==> src/sp_map.vh <==
// Register map, field positions, reset values and timing for the serial port
// Assumes a 32-bit AXI4-Lite slave and one 25 MHz clock
`ifndef SP_MAP_VH
`define SP_MAP_VH
`define SP_OFF_CTRL    8'h00
`define SP_OFF_BUF     8'h04
`define SP_OFF_RATE    8'h08
`define SP_OFF_RELOAD  8'h0C
`define SP_F_RXF       0
`define SP_F_TXF       1
`define SP_F_RB8       2
`define SP_F_REN       4
`define SP_F_AME       5
`define SP_F_MODE_LO   6
`define SP_F_MODE_HI   7
`define SP_F_DOUBLE    0
`define SP_F_T1MODE    4
`define SP_CTRL_RST    8'h00
`define SP_T1_8BIT     4'b0010
`define SP_T1_16BIT    4'b0001
`define SP_RX_INIT0    8'hFE
`define SP_RX_INIT1    9'h1FF
`define SP_OSC_DIV2    1
`define SP_FIX_DIV     16
`endif

==> src/sp_serial_port.v <==
// Serial port: shift mode and async frames, timer 1 rate generator, AXI regs
// Assumes one 25 MHz clock, the oscillator; pins arrive asynchronously
`timescale 1ns/1ps
`default_nettype none
`include "sp_map.vh"
module sp_serial_port
(
  // Clock, reset and enable
  input  wire        clock,
  input  wire        resetn,
  input  wire        clock_en,
  // AXI4-Lite slave
  input  wire [7:0]  s_axi_awaddr,
  input  wire        s_axi_awvalid,
  output reg         s_axi_awready,
  input  wire [31:0] s_axi_wdata,
  input  wire [3:0]  s_axi_wstrb,
  input  wire        s_axi_wvalid,
  output reg         s_axi_wready,
  output reg  [1:0]  s_axi_bresp,
  output reg         s_axi_bvalid,
  input  wire        s_axi_bready,
  input  wire [7:0]  s_axi_araddr,
  input  wire        s_axi_arvalid,
  output reg         s_axi_arready,
  output reg  [31:0] s_axi_rdata,
  output reg  [1:0]  s_axi_rresp,
  output reg         s_axi_rvalid,
  input  wire        s_axi_rready,
  // Data pin, two-way, and clock / transmit pin
  input  wire        port_pin_data_in,
  output reg         port_pin_data_out,
  output reg         port_pin_data_oe,
  output reg         port_pin_clock
);
  localparam OK = 2'b00;
  localparam SLVERR = 2'b10;
  // Registers
  reg [7:0]  ctrl_reg;     // serial_control_reg
  reg [7:0]  rate_reg;     // double bit and timer mode nibble
  reg [15:0] reload_reg;   // reload high/low
  reg [7:0]  buf_rx_reg;   // serial_buffer read side
  reg [15:0] t1_reg;
  reg        t1_ovf_reg;
  reg        dbl_tick_reg;
  reg [3:0]  tx_div_reg;
  reg [3:0]  rx_div_reg;
  reg        rin_s1_reg;
  reg        rin_reg;
  reg        rin_d_reg;
  // Shift engine
  reg [9:0]  tx_sr_reg;
  reg        tx_req_reg;
  reg        send_reg;
  reg        data_en_reg;
  reg        sclk_reg;
  reg [8:0]  rx_sr_reg;
  reg        rx_act_reg;
  reg        rx_arm_reg;
  reg [2:0]  vote_reg;
  reg        wr_buf_reg;
  reg [7:0]  wr_data_reg;
  wire [1:0] mode = {ctrl_reg[`SP_F_MODE_LO],
                     ctrl_reg[`SP_F_MODE_HI]};
  wire       dbl  = rate_reg[`SP_F_DOUBLE];
  wire [3:0] t1m  = rate_reg[7:4];
  wire       is_shift = (mode == 2'b00);

  // Bus handshake terms; write taken when address and data both present
  wire aw_ok = s_axi_awvalid & s_axi_wvalid & ~s_axi_bvalid;
  wire ar_ok = s_axi_arvalid & ~s_axi_rvalid;
  wire wr_ctrl = aw_ok && s_axi_awaddr == `SP_OFF_CTRL && s_axi_wstrb[0];
  wire wr_buf  = aw_ok && s_axi_awaddr == `SP_OFF_BUF && s_axi_wstrb[0];

  // Timer 1 as reload counter; 8-bit counts low byte, else 16 bits
  wire t1_8 = (t1m == `SP_T1_8BIT);
  wire t1_wrap = t1_8 ? (t1_reg[7:0] == 8'hFF) : (t1_reg == 16'hFFFF);
  always @(posedge clock)
  begin
    if (!resetn)
    begin
      t1_reg     <= 16'h0000;
      t1_ovf_reg <= 1'b0;
    end
    else if (clock_en)
    begin
      t1_ovf_reg <= t1_wrap;
      if (t1_wrap)
        // Upper byte follows reload so a switch to 16 bits does not stall
        t1_reg <= t1_8 ? {reload_reg[15:8], reload_reg[15:8]} : reload_reg;
      else
        t1_reg <= t1_reg + 16'h0001;
    end
  end

  // Baud tick at 16x bit rate: fixed mode uses osc, halved unless double
  wire src_tick = (mode[1] & ~mode[0]) ? 1'b1 : t1_ovf_reg;
  wire tick16 = src_tick & (dbl | dbl_tick_reg);
  always @(posedge clock)
  begin
    if (!resetn)
      dbl_tick_reg <= 1'b0;
    else if (clock_en)
    begin
      if (src_tick)
        dbl_tick_reg <= ~dbl_tick_reg;
    end
  end
  wire tx_roll = tick16 && tx_div_reg == 4'hF;
  wire rx_roll = tick16 && rx_div_reg == 4'hF;

  // Pin synchroniser, then edge detect on the second stage only
  always @(posedge clock)
  begin
    if (!resetn)
    begin
      rin_s1_reg <= 1'b1;
      rin_reg    <= 1'b1;
      rin_d_reg  <= 1'b1;
    end
    else if (clock_en)
    begin
      rin_s1_reg <= port_pin_data_in;
      rin_reg    <= rin_s1_reg;
      if (tick16)
        rin_d_reg <= rin_reg;
    end
  end
  wire fall = tick16 & rin_d_reg & ~rin_reg;
  wire maj = (vote_reg[0] & vote_reg[1]) | (vote_reg[1] & vote_reg[2]) |
             (vote_reg[0] & vote_reg[2]);

  // Receive and transmit flag events computed once; hardware set wins over clear
  wire sh_rx_done = is_shift & rx_act_reg & sclk_reg & ~rx_sr_reg[7];
  wire as_rx_done = ~is_shift & rx_act_reg & rx_roll & ~rx_sr_reg[8]
                    & (rx_div_reg == 4'hF);
  wire as_accept = ~ctrl_reg[`SP_F_RXF] &
                   (~ctrl_reg[`SP_F_AME] | maj);
  wire sh_tx_done = is_shift & send_reg & sclk_reg & (tx_sr_reg[9:1] == 9'h001);
  wire as_tx_done = ~is_shift & data_en_reg & tx_roll &
                    (tx_sr_reg[9:1] == 9'h001);

  // Serial engine, shift and async
  always @(posedge clock)
  begin
    if (!resetn)
    begin
      tx_sr_reg   <= 10'h000;
      tx_req_reg  <= 1'b0;
      send_reg    <= 1'b0;
      data_en_reg <= 1'b0;
      sclk_reg    <= 1'b1;
      rx_sr_reg   <= 9'h1FF;
      rx_act_reg  <= 1'b0;
      rx_arm_reg  <= 1'b0;
      vote_reg    <= 3'b111;
      tx_div_reg  <= 4'h0;
      rx_div_reg  <= 4'h0;
      wr_buf_reg  <= 1'b0;
      wr_data_reg <= 8'h00;
      buf_rx_reg  <= 8'h00;
      ctrl_reg    <= `SP_CTRL_RST;
    end
    else if (clock_en)
    begin
      wr_buf_reg <= wr_buf;
      if (wr_buf)
        wr_data_reg <= s_axi_wdata[7:0];
      if (tick16)
        tx_div_reg <= tx_div_reg + 4'h1;
      if (fall & ~rx_act_reg & ~is_shift)
        rx_div_reg <= 4'h0;
      else if (tick16)
        rx_div_reg <= rx_div_reg + 4'h1;
      // Software control write; hardware flag sets below override
      if (wr_ctrl)
        ctrl_reg <= s_axi_wdata[7:0];
      if (is_shift)
      begin
        // Shift clock toggles every cycle: osc/2
        if (send_reg | rx_act_reg)
          sclk_reg <= ~sclk_reg;
        else
          sclk_reg <= 1'b1;
        if (wr_buf_reg & ~send_reg)
        begin
          tx_sr_reg <= {1'b0, 1'b1, wr_data_reg};
          send_reg  <= 1'b1;
          // Start low so bit 0 also gets a rising clock
          sclk_reg  <= 1'b0;
        end
        else if (send_reg & sclk_reg)
        begin
          tx_sr_reg <= {1'b0, tx_sr_reg[9:1]};
          if (sh_tx_done)
          begin
            send_reg <= 1'b0;
            ctrl_reg[`SP_F_TXF] <= 1'b1;
          end
        end
        // Receive start and shifting
        if (!rx_act_reg && !rx_arm_reg && ctrl_reg[`SP_F_REN] &&
            !ctrl_reg[`SP_F_RXF] && !send_reg)
        begin
          rx_sr_reg  <= {1'b1, `SP_RX_INIT0};
          rx_arm_reg <= 1'b1;
        end
        else if (rx_arm_reg)
        begin
          rx_arm_reg <= 1'b0;
          rx_act_reg <= 1'b1;
        end
        else if (rx_act_reg & ~sclk_reg)
          vote_reg[0] <= rin_reg;
        else if (rx_act_reg & sclk_reg)
        begin
          rx_sr_reg <= {rx_sr_reg[7:0], vote_reg[0]};
          if (sh_rx_done)
          begin
            rx_act_reg <= 1'b0;
            // First bit in is the LSB
            buf_rx_reg <= {vote_reg[0], rx_sr_reg[0], rx_sr_reg[1],
                           rx_sr_reg[2], rx_sr_reg[3], rx_sr_reg[4],
                           rx_sr_reg[5], rx_sr_reg[6]};
            ctrl_reg[`SP_F_RXF] <= 1'b1;
          end
        end
      end
      else
      begin
        sclk_reg <= 1'b1;
        // Async transmit
        if (wr_buf_reg & ~send_reg)
        begin
          tx_sr_reg  <= {1'b0, 1'b1, wr_data_reg};
          tx_req_reg <= 1'b1;
        end
        if (tx_roll)
        begin
          if (tx_req_reg & ~send_reg)
          begin
            send_reg   <= 1'b1;
            tx_req_reg <= 1'b0;
          end
          else if (send_reg & ~data_en_reg)
            data_en_reg <= 1'b1;
          else if (data_en_reg)
          begin
            tx_sr_reg <= {1'b0, tx_sr_reg[9:1]};
            if (as_tx_done)
            begin
              send_reg    <= 1'b0;
              data_en_reg <= 1'b0;
              ctrl_reg[`SP_F_TXF] <= 1'b1;
            end
          end
        end
        // Async receive
        if (fall & ~rx_act_reg & ctrl_reg[`SP_F_REN])
        begin
          rx_act_reg <= 1'b1;
          rx_sr_reg  <= `SP_RX_INIT1;
        end
        else if (rx_act_reg & tick16)
        begin
          if (rx_div_reg >= 4'h6 && rx_div_reg <= 4'h8)
            vote_reg <= {vote_reg[1:0], rin_reg};
          if (rx_div_reg == 4'hF)
          begin
            if (rx_sr_reg == `SP_RX_INIT1 && maj)
              rx_act_reg <= 1'b0;
            else if (as_rx_done)
            begin
              rx_act_reg <= 1'b0;
              if (as_accept)
              begin
                // Shifted in from the right, so reverse for LSB first
                buf_rx_reg <= {rx_sr_reg[0], rx_sr_reg[1], rx_sr_reg[2],
                               rx_sr_reg[3], rx_sr_reg[4], rx_sr_reg[5],
                               rx_sr_reg[6], rx_sr_reg[7]};
                ctrl_reg[`SP_F_RB8] <= maj;
                ctrl_reg[`SP_F_RXF] <= 1'b1;
              end
            end
            else
              rx_sr_reg <= {rx_sr_reg[7:0], maj};
          end
        end
      end
    end
  end

  // Pins: data pin driven in shift send; async idle is one
  always @(posedge clock)
  begin
    if (!resetn)
    begin
      port_pin_data_out <= 1'b1;
      port_pin_data_oe  <= 1'b0;
      port_pin_clock    <= 1'b1;
    end
    else if (clock_en)
    begin
      port_pin_data_oe  <= is_shift & send_reg;
      port_pin_data_out <= is_shift ? tx_sr_reg[0] : 1'b1;
      if (is_shift)
        port_pin_clock <= sclk_reg;
      else if (data_en_reg)
        port_pin_clock <= tx_sr_reg[0];
      else
        port_pin_clock <= ~send_reg;
    end
  end

  // AXI4-Lite slave; one-cycle accept, answer the next cycle
  always @(posedge clock)
  begin
    if (!resetn)
    begin
      s_axi_awready <= 1'b0;
      s_axi_wready  <= 1'b0;
      s_axi_bvalid  <= 1'b0;
      s_axi_bresp   <= OK;
      s_axi_arready <= 1'b0;
      s_axi_rvalid  <= 1'b0;
      s_axi_rresp   <= OK;
      s_axi_rdata   <= 32'h0000_0000;
      rate_reg      <= 8'h00;
      reload_reg    <= 16'h0000;
    end
    else if (clock_en)
    begin
      s_axi_awready <= aw_ok & ~s_axi_awready;
      s_axi_wready  <= aw_ok & ~s_axi_awready;
      if (aw_ok & ~s_axi_awready)
      begin
        s_axi_bvalid <= 1'b1;
        s_axi_bresp  <= (s_axi_awaddr > `SP_OFF_RELOAD) ? SLVERR : OK;
        if (s_axi_awaddr == `SP_OFF_RATE && s_axi_wstrb[0])
          rate_reg <= s_axi_wdata[7:0];
        if (s_axi_awaddr == `SP_OFF_RELOAD)
        begin
          if (s_axi_wstrb[0])
            reload_reg[7:0] <= s_axi_wdata[7:0];
          if (s_axi_wstrb[1])
            reload_reg[15:8] <= s_axi_wdata[15:8];
        end
      end
      else if (s_axi_bready)
        s_axi_bvalid <= 1'b0;
      s_axi_arready <= ar_ok & ~s_axi_arready;
      if (ar_ok & ~s_axi_arready)
      begin
        s_axi_rvalid <= 1'b1;
        s_axi_rresp  <= OK;
        case (s_axi_araddr)
          `SP_OFF_CTRL:   s_axi_rdata <= {24'h00_0000, ctrl_reg};
          `SP_OFF_BUF:    s_axi_rdata <= {24'h00_0000, buf_rx_reg};
          `SP_OFF_RATE:   s_axi_rdata <= {24'h00_0000, rate_reg};
          `SP_OFF_RELOAD: s_axi_rdata <= {16'h0000, reload_reg};
          default:
          begin
            s_axi_rdata <= 32'h0000_0000;
            s_axi_rresp <= SLVERR;
          end
        endcase
      end
      else if (s_axi_rready)
        s_axi_rvalid <= 1'b0;
    end
  end
endmodule // sp_serial_port
`default_nettype wire

==> config.mk <==
export PLATFORM = sky130hd
export DESIGN_NAME = sp_serial_port
export DESIGN_NICKNAME = d
export VERILOG_FILES = /design/src/sp_serial_port.v
export VERILOG_INCLUDE_DIRS = /design/src /design/src/src
export SDC_FILE = /design/constraint.sdc
export NUM_CORES = 1
export LEC_CHECK = 0
export ABC_AREA = 1
export CAP_MARGIN = 20
export CORE_UTILIZATION = 45
export DETAILED_ROUTE_END_ITERATION = 8
export DONT_BUFFER_PORTS = 1
export PLACE_DENSITY_LB_ADDON = 0.1
export SYNTH_ARGS = -nofsm -noshare
export SYNTH_HDL_FRONTEND = slang
export SYNTH_SLANG_ARGS = --single-unit
export TNS_END_PERCENT = 50
==> constraint.sdc <==
create_clock -name clock -period 2.21 [get_ports clock]
set_clock_uncertainty 0.2 [all_clocks]
set_input_delay 0.1105 -clock clock [delete_from_list [all_inputs] [get_ports clock]]
set_output_delay 0.1105 -clock clock [all_outputs]
set_load 0.005 [all_outputs]
; ---- Yosys cells after proc, flatten, opt, wreduce, memory -nomap -nowiden
; Index checks and enable logic that the tools add are counted.
[word_totals]
inputBits = 61
wordCells = 301
output_inout_bits = 44
register_bits = 149
[classes]
n_eq_ne = 32
addsub = 3
reduce_logical = 57
n_lt_le_gt_ge = 3
bitwise_logic = 59
muxes = 111
[ops]
columns = op, n
row1 = two-way mux 8 bit, 13
row2 = two-way mux 9 bit, 10
row3 = two-way mux 10 bit, 8
row4 = two-way mux 1 bit, 72
row5 = case mux 16 bit (4 select lines), 1
row6 = bitwise AND 1 bit, 36
row7 = equality test 8 x 4 -> 1 bit (second input constant), 4
row8 = AND reduction 2 bit, 12
row9 = inverter 1 bit, 18
row10 = nonzero test 2 bit, 9
row11 = adder 16 x 1 -> 16 bit (second input constant), 1
row12 = equality test 16 bit (second input constant), 1
row13 = equality test 8 x 3 -> 1 bit (second input constant), 2
row14 = zero test 8 bit, 2
row15 = two-way mux 16 bit, 1
row16 = AND reduction 8 bit, 2
row17 = AND reduction 7 bit, 2
row18 = logical AND 1 bit, 13
row19 = inequality test 3 x 2 -> 1 bit (second input constant), 4
row20 = inequality test 3 bit (second input constant), 4
row21 = AND reduction 12 bit, 1
row22 = AND reduction 4 bit, 3
row23 = nonzero test 3 bit, 4
row24 = inequality test 2 bit (second input constant), 5
row25 = other kinds (21), 37

; ---- Longest topological paths before layout
[depth]
depth_word = 14
mapped_depth = 12
mapped_depth_nobuf = 11

; ---- Worst setup path before layout
; Ideal clock, no wire load.
[synth_path]
path_type = register to register
startpoint = register t1_reg[1]
endpoint = register t1_reg[5]
path_slack_ns = 0.477
t_arrival_ns = 1.420
path_buffers = 1
stages_incl_launch_ff = 10
synth_period_minus_slack_ns = 1.733
cell_sequence = dfxtp_1 ha_1 nand3_2 nor2_4 nand3_4 a21oi_4 buf_4 o21ai_0 o21ai_1 inv_1
[synth_via]
elab_chain_cells = 3
elab_cells_between_ends = 5
cone_classes = 1 x add/sub / 2 x eq/ne / 2 x mux
[synth_lines]
columns = element, line
row1 = from (decl), sp_serial_port.v:43  ; reg [15:0] t1_reg;
row2 = from (signal assigned), sp_serial_port.v:90  ; t1_reg <= t1_8 ? {reload_reg[15:8], reload_reg[15:8]} : reload_reg;
row3 = from (signal assigned), sp_serial_port.v:92  ; t1_reg <= t1_reg + 16'h0001;
row4 = branches (longest 2 deep; another with adder 16 x 1 -> 16 bit), --
row5 = two-way mux 16 bit (*), sp_serial_port.v:88  ; if (t1_wrap)
; Every way passes the cells marked *.
; A chain may end at the register's enable or synchronous reset.

; ---- Worst setup path in the final report
[layout_path]
startpoint = input s_axi_araddr[6]
endpoint = register s_axi_rresp[1]
[layout_via]
elab_chain_cells = 3
elab_cells_between_ends = 6
cone_classes = 3 x eq/ne / 1 x mux / 2 x reduce/logical
[layout_lines]
columns = element, line
row1 = from (decl), sp_serial_port.v:23  ; input wire [7:0] s_axi_araddr,
row2 = equality test 8 x 4 -> 1 bit (tied with other cells), sp_serial_port.v:356  ; case (s_axi_araddr)
row3 = OR reduction 4 bit (no line) (*), --
row4 = two-way mux 2 bit (*), sp_serial_port.v:356
row5 = to (signal assigned), sp_serial_port.v:326  ; s_axi_rresp <= OK;
row6 = to (signal assigned), sp_serial_port.v:355  ; s_axi_rresp <= OK;
row7 = to (signal assigned), sp_serial_port.v:364  ; s_axi_rresp <= SLVERR;
row8 = to (decl), sp_serial_port.v:27  ; output reg [1:0] s_axi_rresp,
; Mark *: on every way between the ends. The rest lies on a longest branch, timed or not.

==> flow_summary.json <==
{
  "clock_latency_ns": 0.43,
  "cts_made_buffers": 17,
  "dpl.hpwl_um": 14100,
  "ir_drop_uv": 540,
  "portBuffers": 0,
  "viasPerCell": 5.12,
  "synthFlopType": "dfxtp_1",
  "worstHoldStart": "clock_en",
  "layout_common_cells": "249 x nand2_1, 131 x dfxtp_1, 127 x inv_1",
  "clockBufferDepth": 2,
  "row_count": 46,
  "globalRouteMet2Util_pct": 39.5,
  "fp.dieH_um": 130,
  "worstPathArrival_ns": 2.25,
  "final-max-slew-violation-count": 0,
  "p_leak_nw": 3.66,
  "p_total_w": 0.00566,
  "grt.busiest_layer": "met2",
  "fmax_mhz": 471,
  "antenna_cells": 0,
  "setup_viol": 0,
  "routedWlPerCell_um": 14.9,
  "critPathLaunchType": "input port",
  "grt.total_usage_pct": 25.5,
  "fin_area_sq_mm": 0.00859,
  "synth_edf_count": 0,
  "htree_levels": 4,
  "clk_pin_slew_worst_paths_ns": 0.06,
  "slew-limit-headroom_pct": 65.4,
  "final_common_cell": "nand2_1",
  "die-area_sq_mm": 0.0168,
  "cp-startpoint": "s_axi_araddr[6]",
  "postPlaceCellArea_sq_mm": 0.00750,
  "synthCells": 1108,
  "drive_gt1_share_pct": 9.97,
  "route.detailed.drc": 0,
  "stdcell_count": 1379,
  "required_ns": 2.34,
  "gp_congestion": 0.855,
  "antenna_found_initial": 0,
  "crit_path_max_fanout": 4,
  "ys_ff_latch": 131,
  "synthArstFlopShare_pct": 0,
  "initial_utilization_pct": 46.1,
  "gr-total-overflow": 0,
  "yosysSeqAreaShare_pct": 35.8,
  "timing.hold.ws_ns": 0.0327,
  "ios": 105,
  "hp-class": "in2reg",
  "area_growth_pct": 17.2,
  "root_buffer": "clkbuf_16",
  "dp_cells": 1303,
  "tns_ns": 0,
  "status": "finished clean",
  "fp.dieW_um": 130,
  "path_class": "in2reg",
  "clock-sinks": 131,
  "grt_pass1_wl_um": 33100,
  "core_area_sq_mm": 0.0159,
  "hold_violations": 0,
  "gr-usage-met3_pct": 4.71,
  "cap_violations": 0,
  "worst_slew_pin_slew_ns": 0.515,
  "nets": 1215,
  "vias": 7061,
  "cts_tree": "done",
  "finalCritPeriodShare_pct": 96.1,
  "reg2reg_from": "ctrl_reg[7]",
  "syn_area_sq_mm": 0.00733,
  "ys_warn_count": 0,
  "endpoint_kind": "register",
  "use_met1_pct": 35.6,
  "ant_nets": 0,
  "finalCriticalPeriod_ns": 2.12,
  "grt_start_max_net_pins": 82,
  "grt_pass1_vias": 6470,
  "powerDensity_mw_per_mm2": 659,
  "firstDrtPassIters": 5,
  "drtIter0Drc": 443,
  "routed_wl_um": 20500,
  "synth_cell_types": 48,
  "syn_area_per_cell_sq_um": 6.61
}
## cell families after synthesis
group | after synthesis | share of synthesized area, %
and+or+nand+nor | 540 | 34.0
adders and majority gates | 4 | 0.683
DFF | 131 | 35.8
other | 1 | 0.0512
AOI/OAI and AO/OA | 223 | 16.6
buffers and inverters | 202 | 12.1
xor gates and xnor gates | 7 | 0.837
## through the flow
stage	utilization, %	setup WS [ns]
after CTS	53.8	0.0361
after detailed placement	47.2	0.215
final	54.1	0.0856
after global placement	47.2	0.230
after floorplan	-	0.477
after global routing	54.1	-0.0113
## synth_stat cells (all sizes together), types with 2 or more instances
library cell  instances  area, sq um
nand3               113          606
a21oi                95          513
nor2                119          512
o211ai                5         37.5
nor3                 16          108
nand4                20          159
dfxtp               131         2620
xnor2                 2         17.5
nand3b                6         45.0
ha                    4         50.1
or2                   2         12.5
nor3b                 2         15.0
buf                  40          275
inv                 136          510
clkinv                2         8.75
clkbuf               24         90.1
a211oi                6         45.0
nand2               259         1010
nor4                  2         18.8
o21ai               110          562
a31oi                 4         25.0
xor2                  5         43.8
## area by class of cell
cell class	instances	area, sq um
Multi-Input combinational cell	792	3900
Timing Repair Buffer	70	671
Fill cell	1604	7300
Clock buffer	19	453
Clock inverter	13	148
Inverter	138	522
Sequential cell	131	2620
Tap cell	216	270
## critical path, stage by stage
cell	delay, ns
dlygate4sd3_1	0.54
nor2_1	0.13
nand3_2	0.12
dlygate4sd3_1	0.59
nor3_2	0.15
dlygate4sd3_1	0.56
nor2_1	0.04
## layer usage
layer  routed length (um)  vias to the layer above
met4                  431                        0
met5                    0                        -
met1                10200                     3194
li1                     -                     3667
met2                 8940                      164
met3                  898                       36
## path summary, 6_finish.rpt
| path | end | depth (start not counted) | slack (ns) |
|---|---|---|---|
| min | wr_data_reg[6] | 4 | 0.03 |
| max reg2reg | port_pin_data_out | 8 | 0.12 |
| max | s_axi_rresp[1] | 7 | 0.09 |
| min reg2reg | tx_div_reg[3] | 1 | 0.25 |
## power by group
part / internal [W] / switching, W
registers: 0.00240 / 0.0000334
clock network: 0.00174 / 0.00117
logic: 0.000118 / 0.000197
## what timing repair did
item	in CTS	in global routing
endpoints found under the setup margin	0	23
gates resized for setup	0	5
hold buffers	42	0
setup buffers	0	2
hold endpoints to repair	120	0
Note: power is estimated with default switching activity, not from simulation.
